File: config.mk
export PLATFORM = sky130hd
export DESIGN_NAME = store_rmw_bus_sequencer
export DESIGN_NICKNAME = d
export VERILOG_FILES = /design/src/verilog/seq_pkg.sv /design/src/verilog/store_rmw_bus_sequencer.sv /design/src/verilog/rmw_alu.sv
export SDC_FILE = /design/constraint.sdc
export NUM_CORES = 1
export LEC_CHECK = 0
export BUFFER_PORTS_ARGS = -buffer_cell sky130_fd_sc_hd__buf_2
export CORE_MARGIN = 2
export CORE_UTILIZATION = 60
export DETAILED_ROUTE_END_ITERATION = 6
export HOLD_SLACK_MARGIN = 0.12
export PLACE_DENSITY_LB_ADDON = 0.08
export SKIP_LAST_GASP = 1
export SLEW_MARGIN = 40
export SYNTH_ARGS = -nofsm -noshare
export SYNTH_HDL_FRONTEND = slang
export SYNTH_HIERARCHICAL = 1
export SYNTH_SLANG_ARGS = --single-unit
File: constraint.sdc
create_clock -name clk -period 6.8 [get_ports clk]
set_clock_uncertainty 0.15 [all_clocks]
set_input_delay 1.36 -clock clk [delete_from_list [all_inputs] [get_ports clk]]
set_output_delay 1.36 -clock clk [all_outputs]
set_load 0.005 [all_outputs]
File: src/verilog/seq_pkg.sv
// Shared types and constants of the store / read-modify-write bus sequencer.
// Assumes a single clock and a memory that answers reads in the same cycle.
package seq_pkg;

   // ----------------------------------------------------------------
   // Widths and fixed values
   // ----------------------------------------------------------------
   localparam int          ADDR_W    = 16;
   localparam int          DATA_W    = 8;
   localparam logic [7:0]  ZERO_PAGE = 8'h00;
   localparam logic [7:0]  BYTE_STEP = 8'h01;
   localparam logic [15:0] PC_OFS_1  = 16'h0001;
   localparam logic [15:0] PC_OFS_2  = 16'h0002;
   localparam logic [15:0] PC_OFS_3  = 16'h0003;

   // ----------------------------------------------------------------
   // Index of the last cycle of each sequence (cycles minus one)
   // ----------------------------------------------------------------
   localparam logic [2:0] LAST_ST_ABS_IDX  = 3'h4;
   localparam logic [2:0] LAST_ST_ZP_IDX   = 3'h3;
   localparam logic [2:0] LAST_ST_IND_Y    = 3'h5;
   localparam logic [2:0] LAST_ST_IND_X    = 3'h5;
   localparam logic [2:0] LAST_RMW_ZP      = 3'h4;
   localparam logic [2:0] LAST_RMW_ABS     = 3'h5;
   localparam logic [2:0] LAST_RMW_ZP_X    = 3'h5;
   localparam logic [2:0] LAST_RMW_ABS_X   = 3'h6;

   // ----------------------------------------------------------------
   // Enumerations
   // ----------------------------------------------------------------
   typedef enum logic [2:0] {
      M_ST_ABS_IDX,
      M_ST_ZP_IDX,
      M_ST_IND_Y,
      M_ST_IND_X,
      M_RMW_ZP,
      M_RMW_ABS,
      M_RMW_ZP_X,
      M_RMW_ABS_X
   } mode_e;

   typedef enum logic [2:0] {
      OP_SHL,
      OP_SHR,
      OP_ROTL,
      OP_ROTR,
      OP_INC,
      OP_DEC
   } rmw_op_e;

   typedef enum logic {
      PH_IDLE,
      PH_RUN
   } phase_e;

   // ----------------------------------------------------------------
   // Carriers
   // ----------------------------------------------------------------
   typedef struct packed {
      mode_e       mode;
      rmw_op_e     op;
      logic        use_y;
      logic [15:0] pc;
      logic [7:0]  x;
      logic [7:0]  y;
      logic [7:0]  store_val;
      logic        carry_in;
   } cmd_s;

   typedef struct packed {
      logic [15:0] addr;
      logic [7:0]  dout;
      logic        oe;
      logic        rw;
   } bus_s;

   typedef struct packed {
      logic carry;
      logic zero;
      logic negative;
   } flags_s;

   typedef struct packed {
      phase_e      phase;
      cmd_s        cmd;
      logic [7:0]  idx;
      logic [2:0]  t;
      logic [7:0]  ptr;
      logic [7:0]  base_addr_low;
      logic [7:0]  base_addr_high;
      logic [15:0] eff_addr;
      logic [7:0]  operand;
      bus_s        bus;
      flags_s      flags;
      logic [15:0] next_pc;
      logic        busy;
      logic        done;
   } seq_s;

endpackage

File: src/verilog/store_rmw_bus_sequencer.sv
// Bus sequencer for store and read-modify-write instructions.
// Assumes memory answers a read in the cycle its address is driven.
//
// Operation
// - Absolute indexed store: five cycles, dummy then write
// - Absolute store fetches opcode, pc+1, pc+2, pc+3
// - Zero-page indexed store: four cycles, dummy, write
// - Indirect store reads pointer, then page-zero base bytes
// - Indirect-Y store: six cycles, uncorrected dummy read
// - Indirect-X store: high byte at base+X+1, write
// - Read-modify-write writes modified value to same address
// - Zero-page modify: five cycles, double write back
// - Absolute modify: six cycles, next opcode pc+3
// - Zero-page-X modify: six cycles, sum without carry
// - Absolute-X modify: always seven cycles
// - No overlap, no shortening, low only when writing
`timescale 1ns/1ps

module store_rmw_bus_sequencer #(
   parameter int DATA_W = seq_pkg::DATA_W
) (
   input  wire logic              clk,
   input  wire logic              reset,
   input  wire logic              start,
   input  wire seq_pkg::cmd_s     cmd,
   input  wire logic [DATA_W-1:0] data_in,
   output seq_pkg::bus_s          bus,
   output seq_pkg::flags_s        flags,
   output logic [15:0]            next_pc,
   output logic                   busy,
   output logic                   done
);

   // ----------------------------------------------------------------
   // State
   // ----------------------------------------------------------------
   seq_pkg::seq_s s_q;
   seq_pkg::seq_s s_d;

   logic [7:0] mod_val;
   logic       mod_carry;
   logic       mod_zero;
   logic       mod_neg;
   logic [8:0] idx_sum;
   logic [7:0] hi_fix;

   // ----------------------------------------------------------------
   // Modify stage
   // ----------------------------------------------------------------
   rmw_alu #(
      .WIDTH     (DATA_W)
   ) u_alu (
      .op        (s_q.cmd.op),
      .operand   (s_q.operand),
      .carry_in  (s_q.cmd.carry_in),
      .result    (mod_val),
      .carry_out (mod_carry),
      .zero      (mod_zero),
      .negative  (mod_neg)
   );

   // ----------------------------------------------------------------
   // Helpers
   // ----------------------------------------------------------------
   function automatic seq_pkg::bus_s rd(input logic [15:0] a);
      seq_pkg::bus_s b;
      b.addr = a;
      b.dout = 8'h00;
      b.oe   = 1'b0;
      b.rw   = 1'b1;
      return b;
   endfunction

   function automatic seq_pkg::bus_s wr(input logic [15:0] a, input logic [7:0] v);
      seq_pkg::bus_s b;
      b.addr = a;
      b.dout = v;
      b.oe   = 1'b1;
      b.rw   = 1'b0;
      return b;
   endfunction

   function automatic logic [15:0] zp(input logic [7:0] lo);
      return {seq_pkg::ZERO_PAGE, lo};
   endfunction

   // Base low plus index, carry kept in bit 8
   assign idx_sum = {1'b0, s_q.base_addr_low} + {1'b0, s_q.idx};
   // High byte arriving now, corrected by the carry
   assign hi_fix  = data_in + {7'h00, idx_sum[8]};

   // ----------------------------------------------------------------
   // Next state
   // ----------------------------------------------------------------
   always_comb begin
      s_d      = s_q;
      s_d.done = 1'b0;
      s_d.bus  = rd(s_q.bus.addr);
      unique case (s_q.phase)
         seq_pkg::PH_IDLE: begin
            if (start) begin
               s_d.phase = seq_pkg::PH_RUN;
               s_d.cmd   = cmd;
               s_d.t     = 3'h0;
               s_d.busy  = 1'b1;
               s_d.bus   = rd(cmd.pc);
               unique case (cmd.mode)
                  seq_pkg::M_ST_IND_Y:  s_d.idx = cmd.y;
                  seq_pkg::M_ST_IND_X:  s_d.idx = cmd.x;
                  seq_pkg::M_RMW_ZP,
                  seq_pkg::M_RMW_ABS,
                  seq_pkg::M_RMW_ZP_X,
                  seq_pkg::M_RMW_ABS_X: s_d.idx = cmd.x;
                  default:              s_d.idx = cmd.use_y ? cmd.y : cmd.x;
               endcase
            end
         end
         seq_pkg::PH_RUN: begin
            s_d.t = s_q.t + 3'h1;
            if (s_q.t == 3'h0) begin
               s_d.bus = rd(s_q.cmd.pc + seq_pkg::PC_OFS_1);
            end else begin
               unique case (s_q.cmd.mode)
                  seq_pkg::M_ST_ABS_IDX: begin
                     unique case (s_q.t)
                        3'h1: begin
                           s_d.base_addr_low = data_in;
                           s_d.bus = rd(s_q.cmd.pc + seq_pkg::PC_OFS_2);
                        end
                        3'h2: begin
                           s_d.base_addr_high = data_in;
                           s_d.eff_addr = {hi_fix, idx_sum[7:0]};
                           s_d.bus = rd({hi_fix, idx_sum[7:0]});
                        end
                        3'h3: s_d.bus = wr(s_q.eff_addr, s_q.cmd.store_val);
                        default: s_d.bus = rd(s_q.cmd.pc + seq_pkg::PC_OFS_3);
                     endcase
                  end
                  seq_pkg::M_ST_ZP_IDX: begin
                     unique case (s_q.t)
                        3'h1: begin
                           s_d.base_addr_low = data_in;
                           s_d.bus = rd(zp(data_in));
                        end
                        3'h2: begin
                           s_d.eff_addr = zp(idx_sum[7:0]);
                           s_d.bus = wr(zp(idx_sum[7:0]), s_q.cmd.store_val);
                        end
                        default: s_d.bus = rd(s_q.cmd.pc + seq_pkg::PC_OFS_2);
                     endcase
                  end
                  seq_pkg::M_ST_IND_Y: begin
                     unique case (s_q.t)
                        3'h1: begin
                           s_d.ptr = data_in;
                           s_d.bus = rd(zp(data_in));
                        end
                        3'h2: begin
                           s_d.base_addr_low = data_in;
                           s_d.bus = rd(zp(s_q.ptr + seq_pkg::BYTE_STEP));
                        end
                        3'h3: begin
                           s_d.base_addr_high = data_in;
                           s_d.eff_addr = {hi_fix, idx_sum[7:0]};
                           s_d.bus = rd({data_in, idx_sum[7:0]});
                        end
                        3'h4: s_d.bus = wr(s_q.eff_addr, s_q.cmd.store_val);
                        default: s_d.bus = rd(s_q.cmd.pc + seq_pkg::PC_OFS_2);
                     endcase
                  end
                  seq_pkg::M_ST_IND_X: begin
                     unique case (s_q.t)
                        3'h1: begin
                           s_d.base_addr_low = data_in;
                           s_d.bus = rd(zp(data_in));
                        end
                        3'h2: s_d.bus = rd(zp(idx_sum[7:0]));
                        3'h3: begin
                           s_d.eff_addr[7:0] = data_in;
                           s_d.bus = rd(zp(idx_sum[7:0] + seq_pkg::BYTE_STEP));
                        end
                        3'h4: begin
                           s_d.eff_addr[15:8] = data_in;
                           s_d.bus = wr({data_in, s_q.eff_addr[7:0]}, s_q.cmd.store_val);
                        end
                        default: s_d.bus = rd(s_q.cmd.pc + seq_pkg::PC_OFS_2);
                     endcase
                  end
                  seq_pkg::M_RMW_ZP: begin
                     unique case (s_q.t)
                        3'h1: begin
                           s_d.eff_addr = zp(data_in);
                           s_d.bus = rd(zp(data_in));
                        end
                        3'h2: begin
                           s_d.operand = data_in;
                           s_d.bus = wr(s_q.eff_addr, data_in);
                        end
                        3'h3: s_d.bus = wr(s_q.eff_addr, mod_val);
                        default: s_d.bus = rd(s_q.cmd.pc + seq_pkg::PC_OFS_2);
                     endcase
                  end
                  seq_pkg::M_RMW_ABS: begin
                     unique case (s_q.t)
                        3'h1: begin
                           s_d.base_addr_low = data_in;
                           s_d.bus = rd(s_q.cmd.pc + seq_pkg::PC_OFS_2);
                        end
                        3'h2: begin
                           s_d.eff_addr = {data_in, s_q.base_addr_low};
                           s_d.bus = rd({data_in, s_q.base_addr_low});
                        end
                        3'h3: begin
                           s_d.operand = data_in;
                           s_d.bus = wr(s_q.eff_addr, data_in);
                        end
                        3'h4: s_d.bus = wr(s_q.eff_addr, mod_val);
                        default: s_d.bus = rd(s_q.cmd.pc + seq_pkg::PC_OFS_3);
                     endcase
                  end
                  seq_pkg::M_RMW_ZP_X: begin
                     unique case (s_q.t)
                        3'h1: begin
                           s_d.base_addr_low = data_in;
                           s_d.bus = rd(zp(data_in));
                        end
                        3'h2: begin
                           s_d.eff_addr = zp(idx_sum[7:0]);
                           s_d.bus = rd(zp(idx_sum[7:0]));
                        end
                        3'h3: begin
                           s_d.operand = data_in;
                           s_d.bus = wr(s_q.eff_addr, data_in);
                        end
                        3'h4: s_d.bus = wr(s_q.eff_addr, mod_val);
                        default: s_d.bus = rd(s_q.cmd.pc + seq_pkg::PC_OFS_2);
                     endcase
                  end
                  seq_pkg::M_RMW_ABS_X: begin
                     unique case (s_q.t)
                        3'h1: begin
                           s_d.base_addr_low = data_in;
                           s_d.bus = rd(s_q.cmd.pc + seq_pkg::PC_OFS_2);
                        end
                        3'h2: begin
                           s_d.base_addr_high = data_in;
                           s_d.eff_addr = {hi_fix, idx_sum[7:0]};
                           s_d.bus = rd({hi_fix, idx_sum[7:0]});
                        end
                        3'h3: s_d.bus = rd(s_q.eff_addr);
                        3'h4: begin
                           s_d.operand = data_in;
                           s_d.bus = wr(s_q.eff_addr, data_in);
                        end
                        3'h5: s_d.bus = wr(s_q.eff_addr, mod_val);
                        default: s_d.bus = rd(s_q.cmd.pc + seq_pkg::PC_OFS_3);
                     endcase
                  end
                  default: s_d.bus = rd(s_q.bus.addr);
               endcase
            end
            // Latch the modified result flags at the end of the modified write
            if (is_rmw(s_q.cmd.mode) && (s_q.t == last_t(s_q.cmd.mode))) begin
               s_d.flags.carry    = mod_carry;
               s_d.flags.zero     = mod_zero;
               s_d.flags.negative = mod_neg;
            end
            // Sequence ends: next opcode fetch is on the bus, fixed length
            if (s_q.t == last_t(s_q.cmd.mode)) begin
               s_d.phase   = seq_pkg::PH_IDLE;
               s_d.busy    = 1'b0;
               s_d.done    = 1'b1;
               s_d.next_pc = s_d.bus.addr;
               s_d.t       = 3'h0;
            end
         end
         default: begin
            s_d.phase = seq_pkg::PH_IDLE;
         end
      endcase
   end

   // ----------------------------------------------------------------
   // Mode tables
   // ----------------------------------------------------------------
   function automatic logic [2:0] last_t(input seq_pkg::mode_e m);
      unique case (m)
         seq_pkg::M_ST_ABS_IDX: return seq_pkg::LAST_ST_ABS_IDX;
         seq_pkg::M_ST_ZP_IDX:  return seq_pkg::LAST_ST_ZP_IDX;
         seq_pkg::M_ST_IND_Y:   return seq_pkg::LAST_ST_IND_Y;
         seq_pkg::M_ST_IND_X:   return seq_pkg::LAST_ST_IND_X;
         seq_pkg::M_RMW_ZP:     return seq_pkg::LAST_RMW_ZP;
         seq_pkg::M_RMW_ABS:    return seq_pkg::LAST_RMW_ABS;
         seq_pkg::M_RMW_ZP_X:   return seq_pkg::LAST_RMW_ZP_X;
         default:               return seq_pkg::LAST_RMW_ABS_X;
      endcase
   endfunction

   function automatic logic is_rmw(input seq_pkg::mode_e m);
      return (m == seq_pkg::M_RMW_ZP) || (m == seq_pkg::M_RMW_ABS) ||
             (m == seq_pkg::M_RMW_ZP_X) || (m == seq_pkg::M_RMW_ABS_X);
   endfunction

   // ----------------------------------------------------------------
   // Registers
   // ----------------------------------------------------------------
   always_ff @(posedge clk) begin
      if (reset) begin
         s_q        <= '0;
         s_q.bus.rw <= 1'b1;
      end else begin
         s_q <= s_d;
      end
   end

   // ----------------------------------------------------------------
   // Outputs
   // ----------------------------------------------------------------
   assign bus     = s_q.bus;
   assign flags   = s_q.flags;
   assign next_pc = s_q.next_pc;
   assign busy    = s_q.busy;
   assign done    = s_q.done;

endmodule

File: src/verilog/rmw_alu.sv
// Modify stage of read-modify-write: shifts, rotates, increment, decrement.
// Purely combinational; the sequencer registers what it needs.
`timescale 1ns/1ps

module rmw_alu #(
   parameter int WIDTH = 8
) (
   input  wire seq_pkg::rmw_op_e op,
   input  wire logic [WIDTH-1:0] operand,
   input  wire logic             carry_in,
   output logic      [WIDTH-1:0] result,
   output logic                  carry_out,
   output logic                  zero,
   output logic                  negative
);

   // ----------------------------------------------------------------
   // Operation
   // ----------------------------------------------------------------
   always_comb begin
      result    = operand;
      carry_out = carry_in;
      unique case (op)
         seq_pkg::OP_SHL: begin
            result    = {operand[WIDTH-2:0], 1'b0};
            carry_out = operand[WIDTH-1];
         end
         seq_pkg::OP_SHR: begin
            result    = {1'b0, operand[WIDTH-1:1]};
            carry_out = operand[0];
         end
         seq_pkg::OP_ROTL: begin
            result    = {operand[WIDTH-2:0], carry_in};
            carry_out = operand[WIDTH-1];
         end
         seq_pkg::OP_ROTR: begin
            result    = {carry_in, operand[WIDTH-1:1]};
            carry_out = operand[0];
         end
         seq_pkg::OP_INC: begin
            result = operand + {{(WIDTH-1){1'b0}}, 1'b1};
         end
         seq_pkg::OP_DEC: begin
            result = operand - {{(WIDTH-1){1'b0}}, 1'b1};
         end
         default: begin
            result = operand;
         end
      endcase
      zero     = (result == '0);
      negative = result[WIDTH-1];
   end

endmodule

==> results of run 1 <==
==> per-layer routing <==
metal  part of all wire  GRT usage
met4              0.061      0.228
met2               0.44      0.655
met3               0.10     0.0916
met1               0.39      0.527
met5                  0          0
==> worst max-delay path by stage <==
stage,endpoint,slack (ns),cells after the start
after floorplan,bus[21],3.24,15
after global placement,bus[22],2.83,10
after detailed placement,next_pc[12],2.78,15
after CTS,next_pc[12],2.74,15
after global routing,bus[21],2.40,15
final,bus[24],2.62,16
==> flip-flops by register name (all words and copies together), names as in the netlist <==
| register | count |
|---|---|
| s_q | 83 |
| bus | 26 |
| next_pc | 16 |
| flags | 3 |
| busy | 1 |
| done | 1 |
==> cells in the mapped netlist, types with 16 or more instances <==
cell type and count:
nor4_1 19, a22oi_1 46, o22ai_1 31, nor2b_1 21, dfxtp_1 130, nor2_1 158
a31oi_1 23, o21ai_0 86, a221oi_1 16, nand2_1 195, a211oi_1 47, mux2i_1 48
xor2_1 29, nand3_1 43, clkbuf_1 72, o211ai_1 16, a21oi_1 131, nand2b_1 16
ha_1 29, buf_4 57, buf_2 44, inv_1 26, nor3_1 29, xnor2_1 25
==> cells by family after synthesis <==
group / count (synthesis)
AO/OA/AOI/OAI: 559
XOR/XNOR: 56
adder cells (fa/ha/maj): 31
buffers and inverters: 219
flip-flops: 130
multiplexers: 61
AND/OR/NAND/NOR: 549
==> worst max-delay path, stage by stage (launching register included) <==
cell	delay, ns
dfxtp_1	0.35
ha_1	0.26
fa_1	0.46
a211oi_2	0.42
o21ai_2	0.16
a21o_1	0.19
a21o_1	0.20
ha_1	0.20
ha_1	0.26
nand3_1	0.21
nor2_1	0.09
xnor2_1	0.29
o221ai_1	0.22
o21ai_0	0.20
o211ai_1	0.13
o211ai_1	0.13
a211oi_1	0.09
==> power groups by stage <==
stage	clock, uW	sequential (uW)	combinational, uW
6_report	1030	832	502
5_1_grt	1060	836	534
4_1_cts	1030	830	483
3_5_place_dp	0	847	480
3_3_place_gp	0	846	473
2_1_floorplan	0	819	371
==> per-stage QoR <==
stage | hold slack (ns) | cells | area [sq um] | total power [uW]
2_1_floorplan | 0.287 | 1605 | 11700 | 1190
3_3_place_gp | 0.291 | 1798 | 11600 | 1320
3_5_place_dp | 0.296 | 1800 | 11700 | 1330
4_1_cts | 0.305 | 1832 | 12300 | 2350
5_1_grt | 0.332 | 1832 | 12400 | 2430
6_report | 0.303 | 1832 | 12400 | 2360
==> cell usage in the layout (no fill, tap or decap), drive strengths merged, types with 21 or more instances in the layout <==
master	n
a211oi	52
a21oi	136
a22oi	46
a31oi	23
buf	122
dfxtp	130
ha	29
inv	31
mux2i	48
nand2	196
nand3	44
nor2	161
nor2b	21
nor3	31
o21ai	96
o22ai	31
xnor2	25
xor2	30
==> area by class of cell <==
class | instances | share of cell area
Multi-Input combinational cell | 1256 | 0.647
Sequential cell | 130 | 0.211
Inverter | 27 | 0.00820
Clock buffer | 19 | 0.0358
Clock inverter | 13 | 0.0161
Tap cell | 265 | 0.0268
Timing Repair Buffer | 122 | 0.0553
==> flow_metrics.env, run 1 <==
export IMPL_p_switching_uw=766
export IMPL_synthesis_nets=1694
export IMPL_worst_pin_slew_ns=0.882
export IMPL_synth_top_area_share=0.223
export IMPL_path_class="reg2reg"
export IMPL_ys_flop_type="dfxtp_1"
export IMPL_cp_start_kind="register"
export IMPL_irDropWorstVdd_mv=0.162
export IMPL_ys_seq_area_frac=0.223
export IMPL_fp_coreArea_sq_um=19300
export IMPL_reg2reg_depth=16
export IMPL_grt_remaining_overflow=0
export IMPL_muxShareOfSynthArea=0.0537
export IMPL_die_area_sq_um=20600
export IMPL_period_share=0.615
export IMPL_regArea_sq_um=2610
export IMPL_insertion_delay_ns=0.44
export IMPL_critPathArrivalTime_ns=4.31
export IMPL_intPower_uw=1590
export IMPL_r2r_end="bus[24]"
export IMPL_portBuffers=105
export IMPL_finalCriticalPeriod_ns=4.18
export IMPL_clock_power_share=0.435
export IMPL_remaining_drc_errors=2
export IMPL_synth_area_leader_cell="dfxtp_1"
export IMPL_min_path_type="reg2reg"
export IMPL_synth_xor_area_share=0.0439
export IMPL_cts_max_level=4
export IMPL_worstSetupStartpoint="s_q[79]"
export IMPL_grt_usage=0.415
export IMPL_cts_root_buf="clkbuf_16"
export IMPL_worst_setup_path_end_kind="register"
export IMPL_synth_cell_type_count=94
export IMPL_synth_fa_ha_area_frac=0.0338
export IMPL_ys_top_cells_by_area="dfxtp_1 (22%), nand2_1 (6.3%), a21oi_1 (5.6%), nor2_1 (5.1%), mux2i_1 (4.1%)"
export IMPL_yosys_area_share_simple=0.217
export IMPL_drt_total_wl_mm=43.1
export IMPL_detail_route_vias_per_cell=6.97
export IMPL_ys_seq_elements=130
export IMPL_holdBufCountCts=0
export IMPL_pwr_share_seq=0.353
export IMPL_switching_share=0.324
export IMPL_routabilityCongestion=1.06
export IMPL_floorplan_initialDensity=0.606
export IMPL_finalHoldViolations=0
export IMPL_synth_top_family_by_area="compound AO/OA/AOI/OAI gates"
export IMPL_grt_first_pass_wirelength_mm=66.0
export IMPL_dr_first_iter_drc_count=2034
export IMPL_die_y_um=143
export IMPL_wl_per_cell_um=23.6
export IMPL_drive_above_1_share=0.141
export IMPL_numCtsBuffers=17
export IMPL_grt_max_degree=64
export IMPL_vias=12800
export IMPL_rsz0062_at_grt="no"
export IMPL_antennaDiodeCount=0
export IMPL_cts_path_max_buffers=2
export IMPL_crit_required_ns=6.93
export IMPL_dp_slack_ns=2.78
export IMPL_synth_compound_area_frac=0.333
export IMPL_fin_util=0.641
export IMPL_ys_warn_count=6
export IMPL_status="finished with violations"
export IMPL_whs_endpoint="next_pc[1]"
export IMPL_violations="design-rule violations"
export IMPL_clock_sinks=130
export IMPL_synthesis_area_sq_um=11700
export IMPL_reg2reg_setup_slack_ns=2.62
export IMPL_cap_violations=0
export IMPL_slew_headroom=0.411
export IMPL_layout_setup_ws_ns=2.62
export IMPL_fillCellCount=1814
export IMPL_setup_viol=0
export IMPL_async_flop_share=0
export IMPL_r2r_start="s_q[79]"
export IMPL_fin_setup_tns_ns=0
export IMPL_cts_repair_resized=0
export IMPL_cts_tree="yes"
export IMPL_p_leak_uw=0.00450
export IMPL_cp_max_fo=6
export IMPL_whs_path_depth=2
export IMPL_ioPinCount=106
export IMPL_antenna_found_initial=0
export IMPL_syn_area_per_cell_sq_um=7.27
export IMPL_first_pass_iters=7
export IMPL_p_comb_frac=0.213
export IMPL_synth_edf_count=0
export IMPL_hp_start="next_pc[1]"
export IMPL_multi_input_area_sq_um=7990
export IMPL_postRouteAntennaNets=0
export IMPL_hpwl_mm=30.1
export IMPL_cts_setup_buffers=0
export IMPL_syn_inst=1605
export IMPL_layout_nets=1643
export IMPL_area_delta_synth_final_pct=5.89
export IMPL_rows=51
export IMPL_clk_pin_slew_worst_paths_ns=0.06
export IMPL_die_x_um=143
export IMPL_grt_pass1_vias=11700
export IMPL_cellPowerDensity_nw_per_um2=191
export IMPL_max_freq_ghz=0.239
export IMPL_slew_violations=0
No activity file was read; power rests on OpenSTA's default activity.
==> run 2: changes to the inputs <==
==> constraint.sdc (replaced) <==
create_clock -name clk -period 4.3 [get_ports clk]
set_clock_uncertainty 0.15 [all_clocks]
set_input_delay 0.86 -clock clk [delete_from_list [all_inputs] [get_ports clk]]
set_output_delay 0.86 -clock clk [all_outputs]
set_load 0.005 [all_outputs]
==> run 2 against run 1 <==
The flow still finishes with violations (design-rule violations). Highest routed layer unchanged. Hold slack worse by 0.0018 ns. Via count is 2.4% higher. Clock power grew 49%. Sequential share of layout area fell by 0.32 points. Global-route usage increased by 0.56 points. Combinational power rose by 63%. Cell count is 1.8% higher. Total power increased by 55%. Sequential cell count is the same. Setup slack got worse by 2.3 ns. Fmax up 4.2%. Non-clock buffer count up 33.
==> flow_metrics.env, run 2 (synthesis results as in run 1) <==
export IMPL_intPower_uw=2410
export IMPL_grt_pass1_vias=11600
export IMPL_dr_first_iter_drc_count=1843
export IMPL_finalCriticalPeriod_ns=4.01
export IMPL_numCtsBuffers=17
export IMPL_cts_setup_buffers=0
export IMPL_fp_coreArea_sq_um=19300
export IMPL_cts_max_level=4
export IMPL_cellPowerDensity_nw_per_um2=292
export IMPL_cts_repair_resized=0
export IMPL_power_total_uw=3660
export IMPL_slew_headroom=0.404
export IMPL_grt_usage=0.421
export IMPL_layout_nets=1676
export IMPL_cts_path_max_buffers=2
export IMPL_critPathArrivalTime_ns=4.16
export IMPL_regMostFlops="s_q"
export IMPL_fin_setup_tns_ns=0
export IMPL_remaining_drc_errors=11
export IMPL_path_class="reg2reg"
export IMPL_first_pass_iters=7
export IMPL_die_x_um=143
export IMPL_numPlacedInstances=1833
export IMPL_switching_share=0.342
export IMPL_postRouteAntennaNets=0
export IMPL_crit_required_ns=4.45
export IMPL_mostFrequentLayoutCells="nand2_1 (195), nor2_1 (157), a21oi_1 (131)"
export IMPL_antenna_found_initial=0
export IMPL_die_y_um=143
export IMPL_area_delta_synth_final_pct=7.47
export IMPL_hpwl_mm=31.3
export IMPL_fillCellCount=1776
export IMPL_cts_tree="yes"
export IMPL_insertion_delay_ns=0.44
export IMPL_p_switching_uw=1250
export IMPL_pwr_share_seq=0.359
export IMPL_worst_pin_slew_ns=0.894
export IMPL_portBuffers=105
export IMPL_irDropWorstVdd_mv=0.285
export IMPL_status="finished with violations"
export IMPL_period_share=0.933
export IMPL_rows=51
export IMPL_grt_remaining_overflow=0
export IMPL_floorplan_initialDensity=0.606
export IMPL_drive_above_1_share=0.157
export IMPL_ioPinCount=106
export IMPL_worst_setup_path_end_kind="register"
export IMPL_clock_power_share=0.418
export IMPL_holdBufCountCts=0
export IMPL_rsz0062_at_grt="no"
export IMPL_grt_max_degree=86
export IMPL_setup_viol=0
export IMPL_clk_pin_slew_worst_paths_ns=0.07
export IMPL_reg2reg_setup_slack_ns=0.29
export IMPL_routabilityCongestion=1.09
export IMPL_cp_start_kind="register"
export IMPL_clock_sinks=130
export IMPL_grt_first_pass_wirelength_mm=66.6
export IMPL_largest_reg_flops=83
export IMPL_cp_max_fo=5
export IMPL_finalHoldViolations=0
export IMPL_detail_route_vias_per_cell=7.01
export IMPL_dp_slack_ns=0.319
export IMPL_final_common_cell="nand2_1"
export IMPL_cts_root_buf="clkbuf_16"
export IMPL_antennaDiodeCount=0
export IMPL_die_area_sq_um=20600
export IMPL_max_freq_ghz=0.249
export IMPL_layout_setup_ws_ns=0.289
export IMPL_wl_per_cell_um=23.8
export IMPL_fin_cells=1865
export IMPL_vias=13100
export IMPL_cap_violations=0
export IMPL_min_path_type="reg2reg"
export IMPL_drt_total_wl_mm=44.3
export IMPL_violations="design-rule violations"
export IMPL_p_leak_uw=0.00465
export IMPL_slew_violations=0
export IMPL_p_comb_frac=0.223
-- run 2: per-layer routing --
layer | up-vias | GRT usage | part of all wire
li1 | 5842 | - | -
met4 | 0 | 0.237 | 0.057
met2 | 918 | 0.646 | 0.44
met1 | 6125 | 0.546 | 0.39
met5 | - | 0 | 0
met3 | 190 | 0.0923 | 0.11
-- run 2: power by group through the flow --
stage / sequential [uW] / clock [uW] / combinational [uW]
2_1_floorplan: 1300 / 0 / 587
3_3_place_gp: 1340 / 0 / 773
3_5_place_dp: 1340 / 0 / 781
4_1_cts: 1310 / 1530 / 784
5_1_grt: 1320 / 1580 / 870
6_report: 1320 / 1530 / 818
-- run 2: final timing paths --
path / depth (start not counted) / start / to
worst max-delay path: 15 / s_q[79] / bus[21]
worst min-delay path: 2 / flags[0] / flags[0]
worst max register to register: 15 / s_q[79] / bus[21]
worst min register to register: 2 / flags[0] / flags[0]
-- run 2: stage by stage --
| step | utilization | instance area [sq um] | hold slack [ns] |
|---|---|---|---|
| final | 0.651 | 12500 | 0.301 |
| after global routing | 0.651 | 12500 | 0.324 |
| after global placement | 0.619 | 11900 | 0.295 |
| after floorplan | - | 11700 | 0.287 |
| after CTS | 0.650 | 12500 | 0.303 |
| after detailed placement | 0.619 | 11900 | 0.295 |
-- run 2: cell type report --
type	count	area, sq um	share of cell area
Tap cell	265	332	0.0264
Sequential cell	130	2610	0.208
Multi-Input combinational cell	1256	7980	0.637
Clock buffer	18	429	0.0342
Clock inverter	14	170	0.0136
Inverter	27	101	0.00808
Timing Repair Buffer	155	920	0.0733
-- run 2: worst max-delay path, stage by stage (launching register included) --
cell,delay (ns)
dfxtp_1,0.34
ha_1,0.26
fa_1,0.48
a211oi_4,0.35
o21ai_2,0.15
a21o_1,0.18
a21o_1,0.20
ha_1,0.21
nand3_1,0.19
xor2_1,0.20
nor2_1,0.10
a2111oi_0,0.33
nor2_1,0.08
or3_1,0.39
a31oi_1,0.18
nor2_1,0.05
==> run 3: changes to the inputs <==
--- a/config.mk
+++ b/config.mk
@@ -5,9 +5,9 @@
 export SDC_FILE = /design/constraint.sdc
 export NUM_CORES = 1
 export LEC_CHECK = 0
-export BUFFER_PORTS_ARGS = -buffer_cell sky130_fd_sc_hd__buf_2
-export CORE_MARGIN = 2
-export CORE_UTILIZATION = 60
+export BUFFER_PORTS_ARGS = -buffer_cell sky130_fd_sc_hd__clkbuf_2
+export CORE_MARGIN = 1
+export CORE_UTILIZATION = 45
 export DETAILED_ROUTE_END_ITERATION = 6
 export HOLD_SLACK_MARGIN = 0.12
 export PLACE_DENSITY_LB_ADDON = 0.08
==> run 3 against run 2 <==
The run now ends clean. Utilization shrank 15 points. Cell count grew 4.1%. Count of clock-buffer cells in the layout is the same. Sequential power is essentially flat. Largest cell class unchanged. Global-route usage shrank 7.2 points.
==> flow_metrics.env, run 3 (synthesis results as in run 1) <==
export IMPL_ioPinCount=106
export IMPL_layout_nets=1688
export IMPL_grt_first_pass_wirelength_mm=70.6
export IMPL_grt_usage=0.349
export IMPL_crit_required_ns=4.50
export IMPL_clock_sinks=130
export IMPL_fin_cells=1942
export IMPL_status="completed"
export IMPL_portBuffers=105
export IMPL_slew_headroom=0.410
export IMPL_timing_critical_path_mode_cell="ha_1"
export IMPL_cts_tree="yes"
export IMPL_antennaDiodeCount=0
export IMPL_cp_start_kind="register"
export IMPL_numPlacedInstances=1909
export IMPL_cts_repair_resized=0
export IMPL_cap_violations=0
export IMPL_finalHoldViolations=0
export IMPL_grt_remaining_overflow=0
export IMPL_drive_above_1_share=0.163
export IMPL_first_pass_iters=6
export IMPL_worst_pin_slew_ns=0.885
export IMPL_final_common_cell="nand2_1"
export IMPL_rsz0062_at_grt="no"
export IMPL_area_delta_synth_final_pct=9.17
export IMPL_worst_setup_path_end_kind="register"
export IMPL_path_class="reg2reg"
export IMPL_mostFrequentLayoutCells="nand2_1 (195), nor2_1 (157), a21oi_1 (130)"
export IMPL_antenna_found_initial=0
export IMPL_detail_route_vias_per_cell=6.56
export IMPL_power_total_uw=3720
export IMPL_regMostFlops="s_q"
export IMPL_insertion_delay_ns=0.44
export IMPL_grt_pass1_vias=11700
export IMPL_cp_max_fo=6
export IMPL_numCtsBuffers=17
export IMPL_die_area_sq_um=26600
export IMPL_max_freq_ghz=0.249
export IMPL_cts_max_level=4
export IMPL_critPathArrivalTime_ns=4.22
export IMPL_hpwl_mm=33.4
export IMPL_cts_setup_buffers=0
export IMPL_drt_total_wl_mm=46.2
export IMPL_rows=58
export IMPL_dr_first_iter_drc_count=1714
export IMPL_layout_setup_ws_ns=0.276
export IMPL_die_x_um=163
export IMPL_setup_viol=0
export IMPL_die_y_um=163
export IMPL_cts_root_buf="clkbuf_16"
export IMPL_fin_setup_tns_ns=0
export IMPL_fp_coreArea_sq_um=25300
export IMPL_routabilityCongestion=1.00
export IMPL_min_path_type="reg2reg"
export IMPL_slowest_delay_ns=0.47
export IMPL_period_share=0.936
export IMPL_vias=12700
export IMPL_crit_slowest_cell="fa_1"
export IMPL_remaining_drc_errors=0
export IMPL_floorplan_initialDensity=0.461
export IMPL_clk_pin_slew_worst_paths_ns=0.07
export IMPL_fin_worst_hold_slack_ns=0.304
export IMPL_slew_violations=0
export IMPL_cellPowerDensity_nw_per_um2=292
export IMPL_p_leak_uw=0.00469
export IMPL_finalCriticalPeriod_ns=4.02
export IMPL_postRouteAntennaNets=0
export IMPL_dp_slack_ns=0.313
export IMPL_path_cells="ha_1, fa_1, a211oi_4, o21ai_2, a21o_1, a21o_1, ha_1, ha_1, nand3_1, nor2_1, xnor2_1, o221ai_1, o21ai_0, o211ai_1, o211ai_1, a211oi_1"
export IMPL_largest_reg_flops=83
export IMPL_holdBufCountCts=0
export IMPL_wl_per_cell_um=23.8
export IMPL_cts_path_max_buffers=2
export IMPL_irDropWorstVdd_mv=0.191
export IMPL_grt_max_degree=83
## run 3: cell count changes in the layout (fill, tap and decap cells not counted), sizes merged
cell and delta:
inv +3, clkbuf +104, buf -92, clkinv -3
## run 3: critical path, delay by kind of cell, from the launching register on
family	cells	cell delay, ns
adder cells (fa/ha/maj)	4	1.19
AND/OR/NAND/NOR	2	0.30
AO/OA/AOI/OAI	9	1.79
XOR/XNOR	1	0.15
flip-flops	1	0.34
## run 3: power by group
group	internal, uW	switching (uW)
clock network	892	675
registers	1250	61.7
logic	299	543
total	2440	1280
## run 3: metal layers
layer  global-route usage  wire length [um]
met3               0.0569              4170
met5                    0                 0
met1                0.484             20000
met2                0.528             20200
met4                0.155              1830
## run 3: cell type report
type                            count  area (sq um)
Fill cell                        2598         12600
Multi-Input combinational cell   1256          7990
Sequential cell                   130          2600
Timing Repair Buffer              167          1020
Clock buffer                       18           439
Tap cell                          330           413
Clock inverter                     14           168
Inverter                           27           101
## run 3: per-stage QoR
step,cell area (sq um),utilization
floorplan,11700,-
global placement,12100,0.478
detailed placement,12100,0.478
CTS,12700,0.502
global route,12700,0.503
finish,12700,0.503
## run 3: final timing paths
kind / cells past startpoint / slack (ns) / to / start
setup / recovery: 16 / 0.28 / bus[24] / s_q[79]
setup reg to reg: 16 / 0.28 / bus[24] / s_q[79]
hold reg to reg: 2 / 0.30 / flags[2] / flags[2]
hold / removal: 2 / 0.30 / flags[2] / flags[2]
